### config.mk
export PLATFORM = sky130hd
export DESIGN_NAME = vfic_i2c_ctrl
export DESIGN_NICKNAME = d
export VERILOG_FILES = /design/src/hw/vfic_pkg.sv /design/src/hw/vfic_bus_sampler.sv /design/src/hw/vfic_control_map.sv /design/src/hw/vfic_i2c_ctrl.sv
export SDC_FILE = /design/constraint.sdc
export NUM_CORES = 1
export LEC_CHECK = 0
export BUFFER_PORTS_ARGS = -buffer_cell sky130_fd_sc_hd__buf_2
export CAP_MARGIN = 0
export CORE_MARGIN = 5
export CORE_UTILIZATION = 30
export CTS_BUF_LIST = sky130_fd_sc_hd__clkbuf_16
export DETAILED_ROUTE_END_ITERATION = 10
export HOLD_SLACK_MARGIN = 0.03
export PLACE_DENSITY_LB_ADDON = 0.25
export SETUP_SLACK_MARGIN = 0.02
export SLEW_MARGIN = 20
export SYNTH_ARGS = -nofsm -noshare
export SYNTH_HDL_FRONTEND = slang
export SYNTH_SLANG_ARGS = --single-unit
### constraint.sdc
create_clock -name clk -period 1.8 [get_ports clk]
set_input_delay 0.09 -clock clk [delete_from_list [all_inputs] [get_ports clk]]
set_output_delay 0.09 -clock clk [all_outputs]
set_load 0.01 [all_outputs]
### src/hw/vfic_pkg.sv
// Package with register map, field positions and timing constants
// Summary of operation
// - Only write transfers accepted; no register readback exists.
// - No acknowledge for wrong slave address or invalid subaddress.
// - Data byte after a valid subaddress is always acknowledged.
// - No subaddress auto-increment; each register needs a full cycle.
// - Slave address 90h pin low, 92h pin high, 94h pin open.
// - Subaddress 01h cutoff, 02h input type, 03h operating condition.
// - Cutoff bit 7 range select, bits 6:0 step, default 00h.
// - Input type pairs per channel; upper high direct, else clamp or bias.
// - Operating bit 7 high powers down the analog block.
// - Operating bit 6 selects input bank while bank pin is low.
// - Operating bit 5 halves cutoff of channels 2 and 3 only.
// - Operating bit 4 bypasses filters; cutoff and half ignored then; only half is masked, cutoff outputs still follow the register.
// - New setting applied within 1 us of its acknowledge bit.
// - Fast-mode transfers up to 400 kbit/s supported.
// - Bank pin high selects input B whatever the register bit.
// - Reset loads every register flag with its default.
package vfic_pkg;
    localparam logic [7:0] SLAVE_ADDR_LOW   = 8'h90;
    localparam logic [7:0] SLAVE_ADDR_HIGH  = 8'h92;
    localparam logic [7:0] SLAVE_ADDR_OPEN  = 8'h94;
    localparam logic [7:0] SUB_CUTOFF       = 8'h01;
    localparam logic [7:0] SUB_INPUT_TYPE   = 8'h02;
    localparam logic [7:0] SUB_OPERATING    = 8'h03;
    localparam logic [7:0] CUTOFF_RESET     = 8'h00;
    localparam logic [5:0] INPUT_TYPE_RESET = 6'h00;
    localparam logic [3:0] OPERATING_RESET  = 4'h0;
    localparam int         CUTOFF_RANGE_BIT = 7;
    localparam int         INPUT_TYPE_LSB   = 2;
    localparam int         OPERATING_LSB    = 4;
    localparam int         OP_POWERDOWN     = 3;
    localparam int         OP_BANK          = 2;
    localparam int         OP_HALF          = 1;
    localparam int         OP_BYPASS        = 0;
    localparam int         CLK_PERIOD_PS    = 25000;
    localparam int         APPLY_LIMIT_NS   = 1000;
    localparam int         APPLY_LIMIT_CYC  = (APPLY_LIMIT_NS * 1000) / CLK_PERIOD_PS;
    localparam logic [1:0] ADDR_PIN_LOW     = 2'h0;
    localparam logic [1:0] ADDR_PIN_HIGH    = 2'h1;
    localparam logic [1:0] ADDR_PIN_OPEN    = 2'h2;

    typedef enum logic [1:0] {
        PH_IDLE = 2'b00,
        PH_ADDR = 2'b01,
        PH_SUB  = 2'b10,
        PH_DATA = 2'b11
    } vfic_phase_e;
endpackage

### src/hw/vfic_bus_sampler.sv
// Line sampler with start, stop and SCL edge detection
`timescale 1ns/100ps
module vfic_bus_sampler
    import vfic_pkg::*;
(
    // Clock and reset
    input  wire logic clk,
    input  wire logic rst_n,
    // Bus lines
    input  wire logic sclIn,
    input  wire logic sdaIn,
    // Events
    output logic      sclRise,
    output logic      sclFall,
    output logic      startSeen,
    output logic      stopSeen,
    output logic      sdaLevel
);
    logic sclQ;
    logic sdaQ;

    // Inputs treated as synchronous; one stage for edge detection
    always_ff @(posedge clk)
    begin
        if (!rst_n)
        begin
            sclQ <= 1'b1;
            sdaQ <= 1'b1;
        end
        else
        begin
            sclQ <= sclIn;
            sdaQ <= sdaIn;
        end
    end

    assign sclRise   = sclIn & ~sclQ;
    assign sclFall   = ~sclIn & sclQ;
    assign startSeen = sclIn & sclQ & sdaQ & ~sdaIn;
    assign stopSeen  = sclIn & sclQ & ~sdaQ & sdaIn;
    assign sdaLevel  = sdaQ;
endmodule // vfic_bus_sampler

### src/hw/vfic_control_map.sv
// Maps register flags onto analog control outputs
`timescale 1ns/100ps
module vfic_control_map
    import vfic_pkg::*;
(
    // Register contents
    input  wire logic [7:0] cutoffQ,
    input  wire logic [5:0] inputTypeQ,
    input  wire logic [3:0] operatingQ,
    input  wire logic       inputBankPin,
    // Analog controls
    output logic            cutoffRangeSelect,
    output logic [6:0]      cutoffFineStep,
    output logic [2:0]      chanDirect,
    output logic [2:0]      chanBias,
    output logic            analogPowerdown,
    output logic            inputBankSelect,
    output logic [2:0]      chanHalfCutoff,
    output logic            filterBypass
);
    assign cutoffRangeSelect = cutoffQ[CUTOFF_RANGE_BIT];
    assign cutoffFineStep    = cutoffQ[6:0];

    // Channel 1 uses the top pair
    genvar ch;
    generate
        for (ch = 0; ch < 3; ch++)
        begin : g_chan
            assign chanDirect[ch] = inputTypeQ[5 - 2 * ch];
            assign chanBias[ch]   = ~inputTypeQ[5 - 2 * ch] & inputTypeQ[4 - 2 * ch];
        end
    endgenerate

    assign analogPowerdown = operatingQ[OP_POWERDOWN];
    assign inputBankSelect = inputBankPin | operatingQ[OP_BANK];
    // Half cutoff meaningless in bypass, so it is masked there
    assign chanHalfCutoff  = {3{operatingQ[OP_HALF] & ~operatingQ[OP_BYPASS]}} & 3'h6;
    assign filterBypass    = operatingQ[OP_BYPASS];
endmodule // vfic_control_map

### src/hw/vfic_i2c_ctrl.sv
// Write-only I2C slave holding the three filter control registers
`timescale 1ns/100ps
module vfic_i2c_ctrl
    import vfic_pkg::*;
(
    // Clock and reset
    input  wire logic       clk,
    input  wire logic       rst_n,
    // I2C pins
    input  wire logic       sclIn,
    input  wire logic       sdaIn,
    output logic            sdaOut,
    output logic            sdaOe_n,
    // Strap and direct pins
    input  wire logic [1:0] slaveAddrPin,
    input  wire logic       inputBankPin,
    // Analog controls
    output logic            cutoffRangeSelect,
    output logic [6:0]      cutoffFineStep,
    output logic [2:0]      chanDirect,
    output logic [2:0]      chanBias,
    output logic            analogPowerdown,
    output logic            inputBankSelect,
    output logic [2:0]      chanHalfCutoff,
    output logic            filterBypass
);
    logic        sclRise;
    logic        sclFall;
    logic        startSeen;
    logic        stopSeen;
    logic        sdaLevel;
    vfic_phase_e phase_q;
    logic [7:0]  shift_q;
    logic [3:0]  bitCnt_q;
    logic [7:0]  sub_q;
    logic        ackDrive_q;
    logic [7:0]  cutoff_q;
    logic [5:0]  inputType_q;
    logic [3:0]  operating_q;
    logic [7:0]  ownAddr;
    logic        byteDone;
    logic        subValid;

    vfic_bus_sampler u_sampler (
        .clk       (clk),
        .rst_n     (rst_n),
        .sclIn     (sclIn),
        .sdaIn     (sdaIn),
        .sclRise   (sclRise),
        .sclFall   (sclFall),
        .startSeen (startSeen),
        .stopSeen  (stopSeen),
        .sdaLevel  (sdaLevel)
    );

    // Address compare includes bit 0, so reads are never acknowledged
    always_comb
    begin
        unique case (slaveAddrPin)
            ADDR_PIN_LOW:  ownAddr = SLAVE_ADDR_LOW;
            ADDR_PIN_HIGH: ownAddr = SLAVE_ADDR_HIGH;
            default:       ownAddr = SLAVE_ADDR_OPEN;
        endcase
    end

    assign subValid = (shift_q == SUB_CUTOFF) || (shift_q == SUB_INPUT_TYPE)
                      || (shift_q == SUB_OPERATING);
    // Eighth bit falls: byte complete, ack slot begins
    assign byteDone = sclFall && (bitCnt_q == 4'd8);

    // Bit shifting on SCL rise; ninth clock is the ack slot
    always_ff @(posedge clk)
    begin
        if (!rst_n || startSeen || stopSeen)
        begin
            shift_q  <= 8'h00;
            bitCnt_q <= 4'd0;
        end
        else if (sclRise && bitCnt_q != 4'd9)   // Eight data rises; ack rise not shifted
        begin
            shift_q  <= {shift_q[6:0], sdaLevel};
        end
        else if (sclFall)
        begin
            bitCnt_q <= (bitCnt_q == 4'd9) ? 4'd1 : bitCnt_q + 4'd1;
        end
    end

    // Phase tracking; no return to subaddress after data
    always_ff @(posedge clk)
    begin
        if (!rst_n || stopSeen)
        begin
            phase_q <= PH_IDLE;
        end
        else if (startSeen)
        begin
            phase_q <= PH_ADDR;
        end
        else if (byteDone)
        begin
            unique case (phase_q)
                PH_ADDR: phase_q <= (shift_q == ownAddr) ? PH_SUB : PH_IDLE;
                PH_SUB:  phase_q <= subValid ? PH_DATA : PH_IDLE;
                PH_DATA: phase_q <= PH_IDLE;
                PH_IDLE: phase_q <= PH_IDLE;
            endcase
        end
    end

    // Remember subaddress for the data byte
    always_ff @(posedge clk)
    begin
        if (!rst_n)
        begin
            sub_q <= 8'h00;
        end
        else if (byteDone && phase_q == PH_SUB)
        begin
            sub_q <= shift_q;
        end
    end

    // Ack driven low during the ninth clock only
    always_ff @(posedge clk)
    begin
        if (!rst_n || startSeen || stopSeen)
        begin
            ackDrive_q <= 1'b0;
        end
        else if (byteDone)
        begin
            ackDrive_q <= (phase_q == PH_ADDR && shift_q == ownAddr)
                          || (phase_q == PH_SUB && subValid)
                          || (phase_q == PH_DATA);
        end
        else if (sclFall)
        begin
            ackDrive_q <= 1'b0;
        end
    end

    assign sdaOut  = 1'b0;
    assign sdaOe_n = ~ackDrive_q;

    // Registers load at the start of the data ack, well inside 1 us
    always_ff @(posedge clk)
    begin
        if (!rst_n)
        begin
            cutoff_q    <= CUTOFF_RESET;
            inputType_q <= INPUT_TYPE_RESET;
            operating_q <= OPERATING_RESET;
        end
        else if (byteDone && phase_q == PH_DATA)
        begin
            unique case (sub_q)
                SUB_CUTOFF:     cutoff_q    <= shift_q;
                SUB_INPUT_TYPE: inputType_q <= shift_q[7:INPUT_TYPE_LSB];
                SUB_OPERATING:  operating_q <= shift_q[7:OPERATING_LSB];
                default:        cutoff_q    <= cutoff_q;
            endcase
        end
    end

    vfic_control_map u_map (
        .cutoffQ           (cutoff_q),
        .inputTypeQ        (inputType_q),
        .operatingQ        (operating_q),
        .inputBankPin      (inputBankPin),
        .cutoffRangeSelect (cutoffRangeSelect),
        .cutoffFineStep    (cutoffFineStep),
        .chanDirect        (chanDirect),
        .chanBias          (chanBias),
        .analogPowerdown   (analogPowerdown),
        .inputBankSelect   (inputBankSelect),
        .chanHalfCutoff    (chanHalfCutoff),
        .filterBypass      (filterBypass)
    );
    // Oversampling 100x at 400 kbit/s leaves margin for fast mode
endmodule // vfic_i2c_ctrl

### After elaboration in Yosys (flattened, before gate mapping)

Cells that the tools add are included.

* bits in registers: 43
* input port bits: 7
* output and inout bits: 22
* logic and storage cells: 81

* $add $sub $neg: 1
* equality and inequality tests: 14
* multiplexer cells: 9
* bitwise operators: 22
* reduce and logical (&&, ||, !) cells: 24

Operator list (number)
* 8-bit by 2-bit == test with 1-bit output (second input constant): 4
* 8-bit by 1-bit == test with 1-bit output (second input constant): 2
* 1-bit AND: 11
* 1-bit NOT: 10
* 4-bit == test (second input constant): 2
* 8-bit == test: 1
* 2-bit AND reduction: 4
* 1-bit logical OR: 7
* 1-bit logical AND: 6
* 2-bit case mux with 3 select lines: 1
* 3-bit case mux with 2 select lines: 1
* 4-bit by 1-bit adder with 4-bit output (second input constant): 1
* 2-bit by 1-bit == test with 1-bit output (second input constant): 2
* 2-bit == test (second input constant): 2
* 2-bit logical NOT: 2
* 1-bit 2-to-1 mux: 4
* 2-bit 2-to-1 mux: 2
* 4-bit 2-to-1 mux: 1
* 4-bit != test (second input constant): 1
* 2-bit nonzero test: 2
* 2-bit OR reduction: 2
* 1-bit logical NOT: 1
* 1-bit bitwise OR: 1

### Logic depth before layout (Yosys ltp)

Gate-level depths: netlist of run 1.

* word-level depth: 7
* depth in mapped cells: 7
* gate-level depth less buffers: 4

### Hierarchy

A second synthesis of run 1 with hierarchy kept.

* cell total of the unflattened synthesis: 219
* area, all modules: 2021.9 µm²

Modules (own cells, without submodules)
* vfic_i2c_ctrl: instances 1, cells an instance 190, area an instance 1789.2 µm², sequential area each 820.8 µm²
* vfic_control_map: instances 1, cells an instance 21, area an instance 147.6 µm², sequential area each 0.0 µm²
* vfic_bus_sampler: instances 1, cells an instance 8, area an instance 85.1 µm², sequential area each 40.0 µm²

### Worst setup path after synthesis of run 1

OpenSTA, ideal clock, no wires.

* path type: register to register
* from: reg u_sampler.sclQ
* to: reg cutoff_q[0]
* setup time: 0.129 ns
* arrival time: 1.626 ns
* data required time: 1.671 ns
* slack: 0.045 ns
* cell stages (with the launch flop): 8
* buffers on the path: 3
* period minus slack after synthesis: 1.755 ns
* cell sequence: dfxtp_1 -> buf_6 -> or3b_4 -> or3_1 -> buf_6 -> buf_6 -> o21ai_1 -> a21oi_1

* word-level cells in the longest chain between the ends: 4

RTL lines
* from (decl): line vfic_bus_sampler.sv:19 `logic sclQ;`
* from (signal assigned): line vfic_bus_sampler.sv:32 `sclQ <= sclIn;`
* 1-bit AND: line vfic_bus_sampler.sv:38 `assign sclFall = ~sclIn & sclQ;`
* 1-bit logical AND: line vfic_i2c_ctrl.sv:69 `assign byteDone = sclFall && (bitCnt_q == 4'd8);`
* 1-bit logical AND: line vfic_i2c_ctrl.sv:155 `else if (byteDone && phase_q == PH_DATA)`
* 2-bit AND reduction (no line)
* to (signal assigned): line vfic_i2c_ctrl.sv:158 `SUB_CUTOFF: cutoff_q <= shift_q;`
* to (signal assigned): line vfic_i2c_ctrl.sv:161 `default: cutoff_q <= cutoff_q;`
* to (decl): line vfic_i2c_ctrl.sv:37 `logic [7:0] cutoff_q;`

Every way passes these cells.
A chain may end at the register's enable or synchronous reset.

### Worst setup path after layout of run 1

* from: reg bitCnt_q[1]
* to: reg cutoff_q[7]

* word-level cells in the longest chain between the ends: 4

RTL lines
* from (decl): line vfic_i2c_ctrl.sv:34 `logic [3:0] bitCnt_q;`
* from (signal assigned): line vfic_i2c_ctrl.sv:85 `bitCnt_q <= (bitCnt_q == 4'd9) ? 4'd1 : bitCnt_q + 4'd1;`
* 4-bit == test: line vfic_i2c_ctrl.sv:69
* 1-bit logical AND: line vfic_i2c_ctrl.sv:69
* 1-bit logical AND: line vfic_i2c_ctrl.sv:155
* 2-bit AND reduction (no line)

Every way passes these cells.

==> out/metrics.csv, run 1 <==
metric;value;unit
io_pins;29;
avgSynthCellArea;8.901;µm²
criticalPathCategory;flip-flop to flip-flop;
hold_path_class;input port to flip-flop;
htree_levels;2;
clock_sinks;43;
core-area;6350;µm²
finalMaxSlewViolations;0;
ys_seq_area_frac;0.4396;
startpoint_type;flip-flop;
postRouteAntennaNets;0;
cp.arrival;1.86;ns
synth_ff_type;dfxtp_1;
post-place-cells;324;
cts_tree;yes;
grt_util_all_layers;0.1164;
syn_to_final_growth;20.70;%
cts_made_buffers;5;
fin_crit_sh;0.9422;
fin_crit;1.696;ns
rows;29;
final-hold-violation-count;0;
die_h;90.79;µm
fin_util;0.3722;
reg2reg_slack;0.10;ns
numPortBuffers;26;
dr.pass1.iters;4;
drive_gt1_frac;0.2392;
ys_ff_latch;43;
die_x;90.79;µm
hpwl;3138;µm
holdPathStages;2;
nNetsFinal;262;
critPathMaxFanout;18;
synth_edf_count;0;
dp_slack;0.05742;ns
max_freq;589.6;MHz
drc;0;
root_buffer;clkbuf_16;
skew;0.005618;ns
syn_area;1958;µm²
critPathRequiredTime;1.96;ns
wl_per_cell;13.62;µm
fin_ws;0.1040;ns
finalWeightedCongestion;0.8329;
tns;0;ns
max-vdd-ir-drop;0.0005923;V
clk_latency;0.28;ns
setup_viol;0;
die-area;8243;µm²
grt_pass1_wl;7769;µm
mostFrequentLayoutCells;42 x dfxtp_1, 26 x buf_2, 24 x nor2_1;
clk_pin_slew;0.06;ns
synth_cell_types;41;
power.density;807.2;nW/µm²
finalWirelength;4521;µm
cts_setup_buffers;0;
drt_iter0_markers;93;
final_common_cell;dfxtp_1;
gr-total-overflow;0;
status;finished clean;
worstRegToRegCells;5;
fin_cells;332;
antenna_found_initial;0;
post_synth_inst_count;220;
grt_max_degree;27;
rsz0062_at_grt;true;
start_util;0.3084;
yosysWarningCount;0;
vias;1666;
critical_path.endpoint_type;flip-flop;
routed_via_density;5.018;
p_leak;0.9631;nW
clockBufferDepth;2;
cap_violations;0;
antennaDiodeCount;0;
grt_pass1_vias;1550;
synthArstFlopShare;0;
## cells in the mapped netlist (2+ instances only)
cell	n	area (µm²)
nor3b_1	3	22.52
buf_6	5	56.30
or3b_4	2	22.52
nor3_1	4	20.02
nand2b_1	3	18.77
nor2b_1	6	37.54
nor2_1	24	90.09
and4b_1	2	20.02
o21ai_1	9	45.04
or4_1	2	15.01
o21ai_0	13	65.06
nand2_1	6	22.52
or3_1	3	18.77
mux2i_1	16	160.2
inv_1	2	7.510
buf_4	6	45.04
xnor2_1	3	26.28
nand4_1	3	18.77
nand3_1	19	95.09
dfxtp_1	43	860.8
clkbuf_1	3	11.26
a21oi_1	22	110.1
nand4b_1	2	17.52
a31oi_1	2	12.51
## critical path, cell delays in order, from the launching register on
cell and delay [ns]:
dfxtp_1 0.34, or3b_4 0.41, or3_1 0.39, buf_6 0.18, o21ai_0 0.16, a21oi_1 0.09
## per-layer routing
metal | global-route usage | share of wire | up-vias
li1 | - | - | 851
met1 | 0.1593 | 0.48 | 763
met2 | 0.1695 | 0.44 | 45
met3 | 0.03500 | 0.063 | 7
met4 | 0.04768 | 0.018 | 0
met5 | 0 | 0 | -
## worst paths after layout
check	endpoint	startpoint
max	cutoff_q[7]	bitCnt_q[1]
min	u_sampler.sdaLevel	sdaIn
max reg2reg	cutoff_q[7]	bitCnt_q[1]
min reg2reg	cutoff_q[4]	cutoff_q[4]
## cell type report
cell class                      count  area (µm²)
Fill cell                         629        3986
Multi-Input combinational cell    158       975.9
Sequential cell                    43       862.1
Timing Repair Buffer               44       284.0
Clock buffer                        5       125.1
Tap cell                           77       96.34
Inverter                            3       11.26
Clock inverter                      2       8.758
## power by group
part	leakage (nW)	switching [mW]	internal (mW)
Sequential	0.348	0.00940	0.959
Combinational	0.548	0.0515	0.0382
Clock	0.0671	0.351	0.498
Total	0.963	0.412	1.50
## through the flow
| stage | hold slack [ns] | total power, mW | area [µm²] |
|---|---|---|---|
| 6_report | 0.05423 | 1.908 | 2364 |
| 3_3_place_gp | 0.2984 | 1.078 | 2196 |
| 2_1_floorplan | 0.1519 | 1.048 | 1962 |
| 4_1_cts | 0.05645 | 1.926 | 2340 |
| 3_5_place_dp | 0.2997 | 1.077 | 2196 |
| 5_1_grt | 0.07212 | 1.979 | 2364 |
## logic make-up (layout without fill, tap and decap cells)
logic type / after synthesis / in the layout / synth area share
and+or+nand+nor: 85 / 85 / 0.2435
buffers and inverters: 20 / 54 / 0.07347
xor gates and xnor gates: 4 / 4 / 0.01789
AOI/OAI and AO/OA: 51 / 51 / 0.1419
DFF: 43 / 43 / 0.4396
other: 1 / 2 / 0.001915
muxes: 16 / 16 / 0.08179
## state kept, by name (all words and copies together) (netlist names)
name / flops
ackDrive_q: 1
bitCnt_q: 4
cutoff_q: 8
inputType_q: 6
operating_q: 4
phase_q: 2
shift_q: 8
sub_q: 8
u_sampler.sclQ: 1
u_sampler.sdaLevel: 1
## timing repair
action	CTS	global route
hold buffers	1	0
hold endpoints to repair	2	0
setup endpoints to repair	0	27
resized for setup	0	9
Note: power is estimated with default switching activity, not from simulation.
==> inputs of run 2 (changes only) <==
--- a/config.mk
+++ b/config.mk
@@ -8,7 +8,7 @@
 export BUFFER_PORTS_ARGS = -buffer_cell sky130_fd_sc_hd__buf_2
 export CAP_MARGIN = 0
 export CORE_MARGIN = 5
-export CORE_UTILIZATION = 30
+export CORE_UTILIZATION = 50
 export CTS_BUF_LIST = sky130_fd_sc_hd__clkbuf_16
 export DETAILED_ROUTE_END_ITERATION = 10
 export HOLD_SLACK_MARGIN = 0.03
==> run 2 against run 1 <==
Worst setup slack worse by 0.013 ns. Clock-buffer cell count is the same. Clock power shrank 2.7%. Critical path type unchanged.
==> out/metrics.csv, run 2 (synthesized netlist as in run 1, its figures left out) <==
metric;value;unit
final-hold-violation-count;0;
start_util;0.5269;
p_leak;0.9587;nW
grt_pass1_wl;7010;µm
critPathRequiredTime;1.95;ns
clock_sinks;43;
max-vdd-ir-drop;0.0004272;V
numPortBuffers;26;
finalWirelength;4343;µm
critPathMaxFanout;18;
r2r-start;u_sampler.sclQ;
grt_max_degree;27;
syn_to_final_growth;18.34;%
p_sw;389.0;µW
drc;0;
root_buffer;clkbuf_16;
fillers;314;
rsz0062_at_grt;true;
fin_crit;1.709;ns
seqCellArea;862.1;µm²
die_h;72.58;µm
drt_iter0_markers;224;
p_seq_frac;0.514;
clk_latency;0.28;ns
cts_setup_buffers;0;
crit_start;u_sampler.sclQ;
multi_input_comb_area;973.4;µm²
nNetsFinal;261;
cts_tree;yes;
drive_gt1_frac;0.2362;
grt_util_all_layers;0.1709;
clockPowerShare;0.438;
criticalPathCategory;flip-flop to flip-flop;
dr.pass1.iters;4;
status;finished clean;
switching_share;0.2063;
finalMaxSlewViolations;0;
startpoint_type;flip-flop;
antenna_found_initial;0;
setup_viol;0;
tns;0;ns
cp.arrival;1.86;ns
postRouteAntennaNets;0;
htree_levels;2;
rows;22;
final_common_cell;dfxtp_1;
hold_path_class;input port to flip-flop;
design_area;2317;µm²
clk_pin_slew;0.05;ns
critical_path.endpoint_type;flip-flop;
place_area;2152;µm²
hpwl;2964;µm
clockBufferDepth;2;
power_frac_comb;0.048;
vias;1636;
io_pins;29;
p_int;1.497;mW
mostFrequentLayoutCells;42 x dfxtp_1, 26 x buf_2, 24 x nor2_1;
gr-total-overflow;0;
grt_pass1_vias;1458;
max_freq;585.3;MHz
worstRegToRegCells;5;
reg2reg_slack;0.09;ns
finalWeightedCongestion;0.8440;
skew;0.004189;ns
antennaDiodeCount;0;
timing.rr.end;inputType_q[5];
power.density;813.8;nW/µm²
crit_path_end;inputType_q[5];
cts_made_buffers;5;
core-area;3716;µm²
wl_per_cell;14.38;µm
die_x;72.58;µm
die-area;5268;µm²
top_regs;cutoff_q (8), shift_q (8), sub_q (8);
fin_crit_sh;0.9493;
routed_via_density;5.417;
cap_violations;0;
## run 2: what timing repair did
action,4_1_cts,5_1_grt
endpoints found under the hold margin,1,0
gates resized for setup,2,10
endpoints found under the setup margin,5,17
hold buffers,1,0
## run 2: layout make-up
class                      instances  share of cell area
clock buffer                       5             0.05400
clock inverter                     2            0.003780
inverter                           3            0.004860
multi-input combinational        158              0.4201
sequential                        43              0.3720
tap                               48             0.02592
timing repair buffer              43              0.1193
## run 2: critical path, stage by stage, from the launching register on
cell     delay, ns
dfxtp_1       0.36
or3b_4        0.42
or3_1         0.37
buf_6         0.17
o21ai_0       0.17
a21oi_1       0.08
## run 2: through the flow
stage	cells	utilization	hold WS [ns]	power [mW]	setup slack, ns
2_1_floorplan	221	-	0.1519	1.048	0.04493
3_3_place_gp	294	0.5791	0.3011	1.076	0.06098
3_5_place_dp	294	0.5791	0.3074	1.076	0.01810
4_1_cts	302	0.6205	0.05837	1.904	0.03962
5_1_grt	302	0.6236	0.07915	1.960	0.01984
6_report	302	0.6236	0.05971	1.886	0.09133
## run 2: how the worst min path moves through the flow
stage               start                  to  depth (start not counted)
floorplan           rst_n      u_sampler.sclQ                          1
global placement    rst_n      u_sampler.sclQ                          2
detailed placement  rst_n      u_sampler.sclQ                          2
finish              sdaIn  u_sampler.sdaLevel                          2
CTS                 sdaIn  u_sampler.sdaLevel                          2
global route        sdaIn  u_sampler.sdaLevel                          2
## run 2: routing by layer
layer  GRT usage  wire [µm]  vias to the layer above
met5           0          0                        -
li1            -          -                      843
met4     0.04918         65                        0
met3     0.03857        311                        8
met1      0.2406       2039                      731
met2      0.2615       1927                       54
## run 2: power by group through the flow
| stage | Combinational [mW] | Sequential (mW) | Clock [mW] |
|---|---|---|---|
| after CTS | 0.0903 | 0.969 | 0.845 |
| after global routing | 0.100 | 0.969 | 0.890 |
| after global placement | 0.0864 | 0.989 | 0 |
| after floorplan | 0.0599 | 0.988 | 0 |
| final | 0.0906 | 0.969 | 0.826 |
| after detailed placement | 0.0873 | 0.989 | 0 |
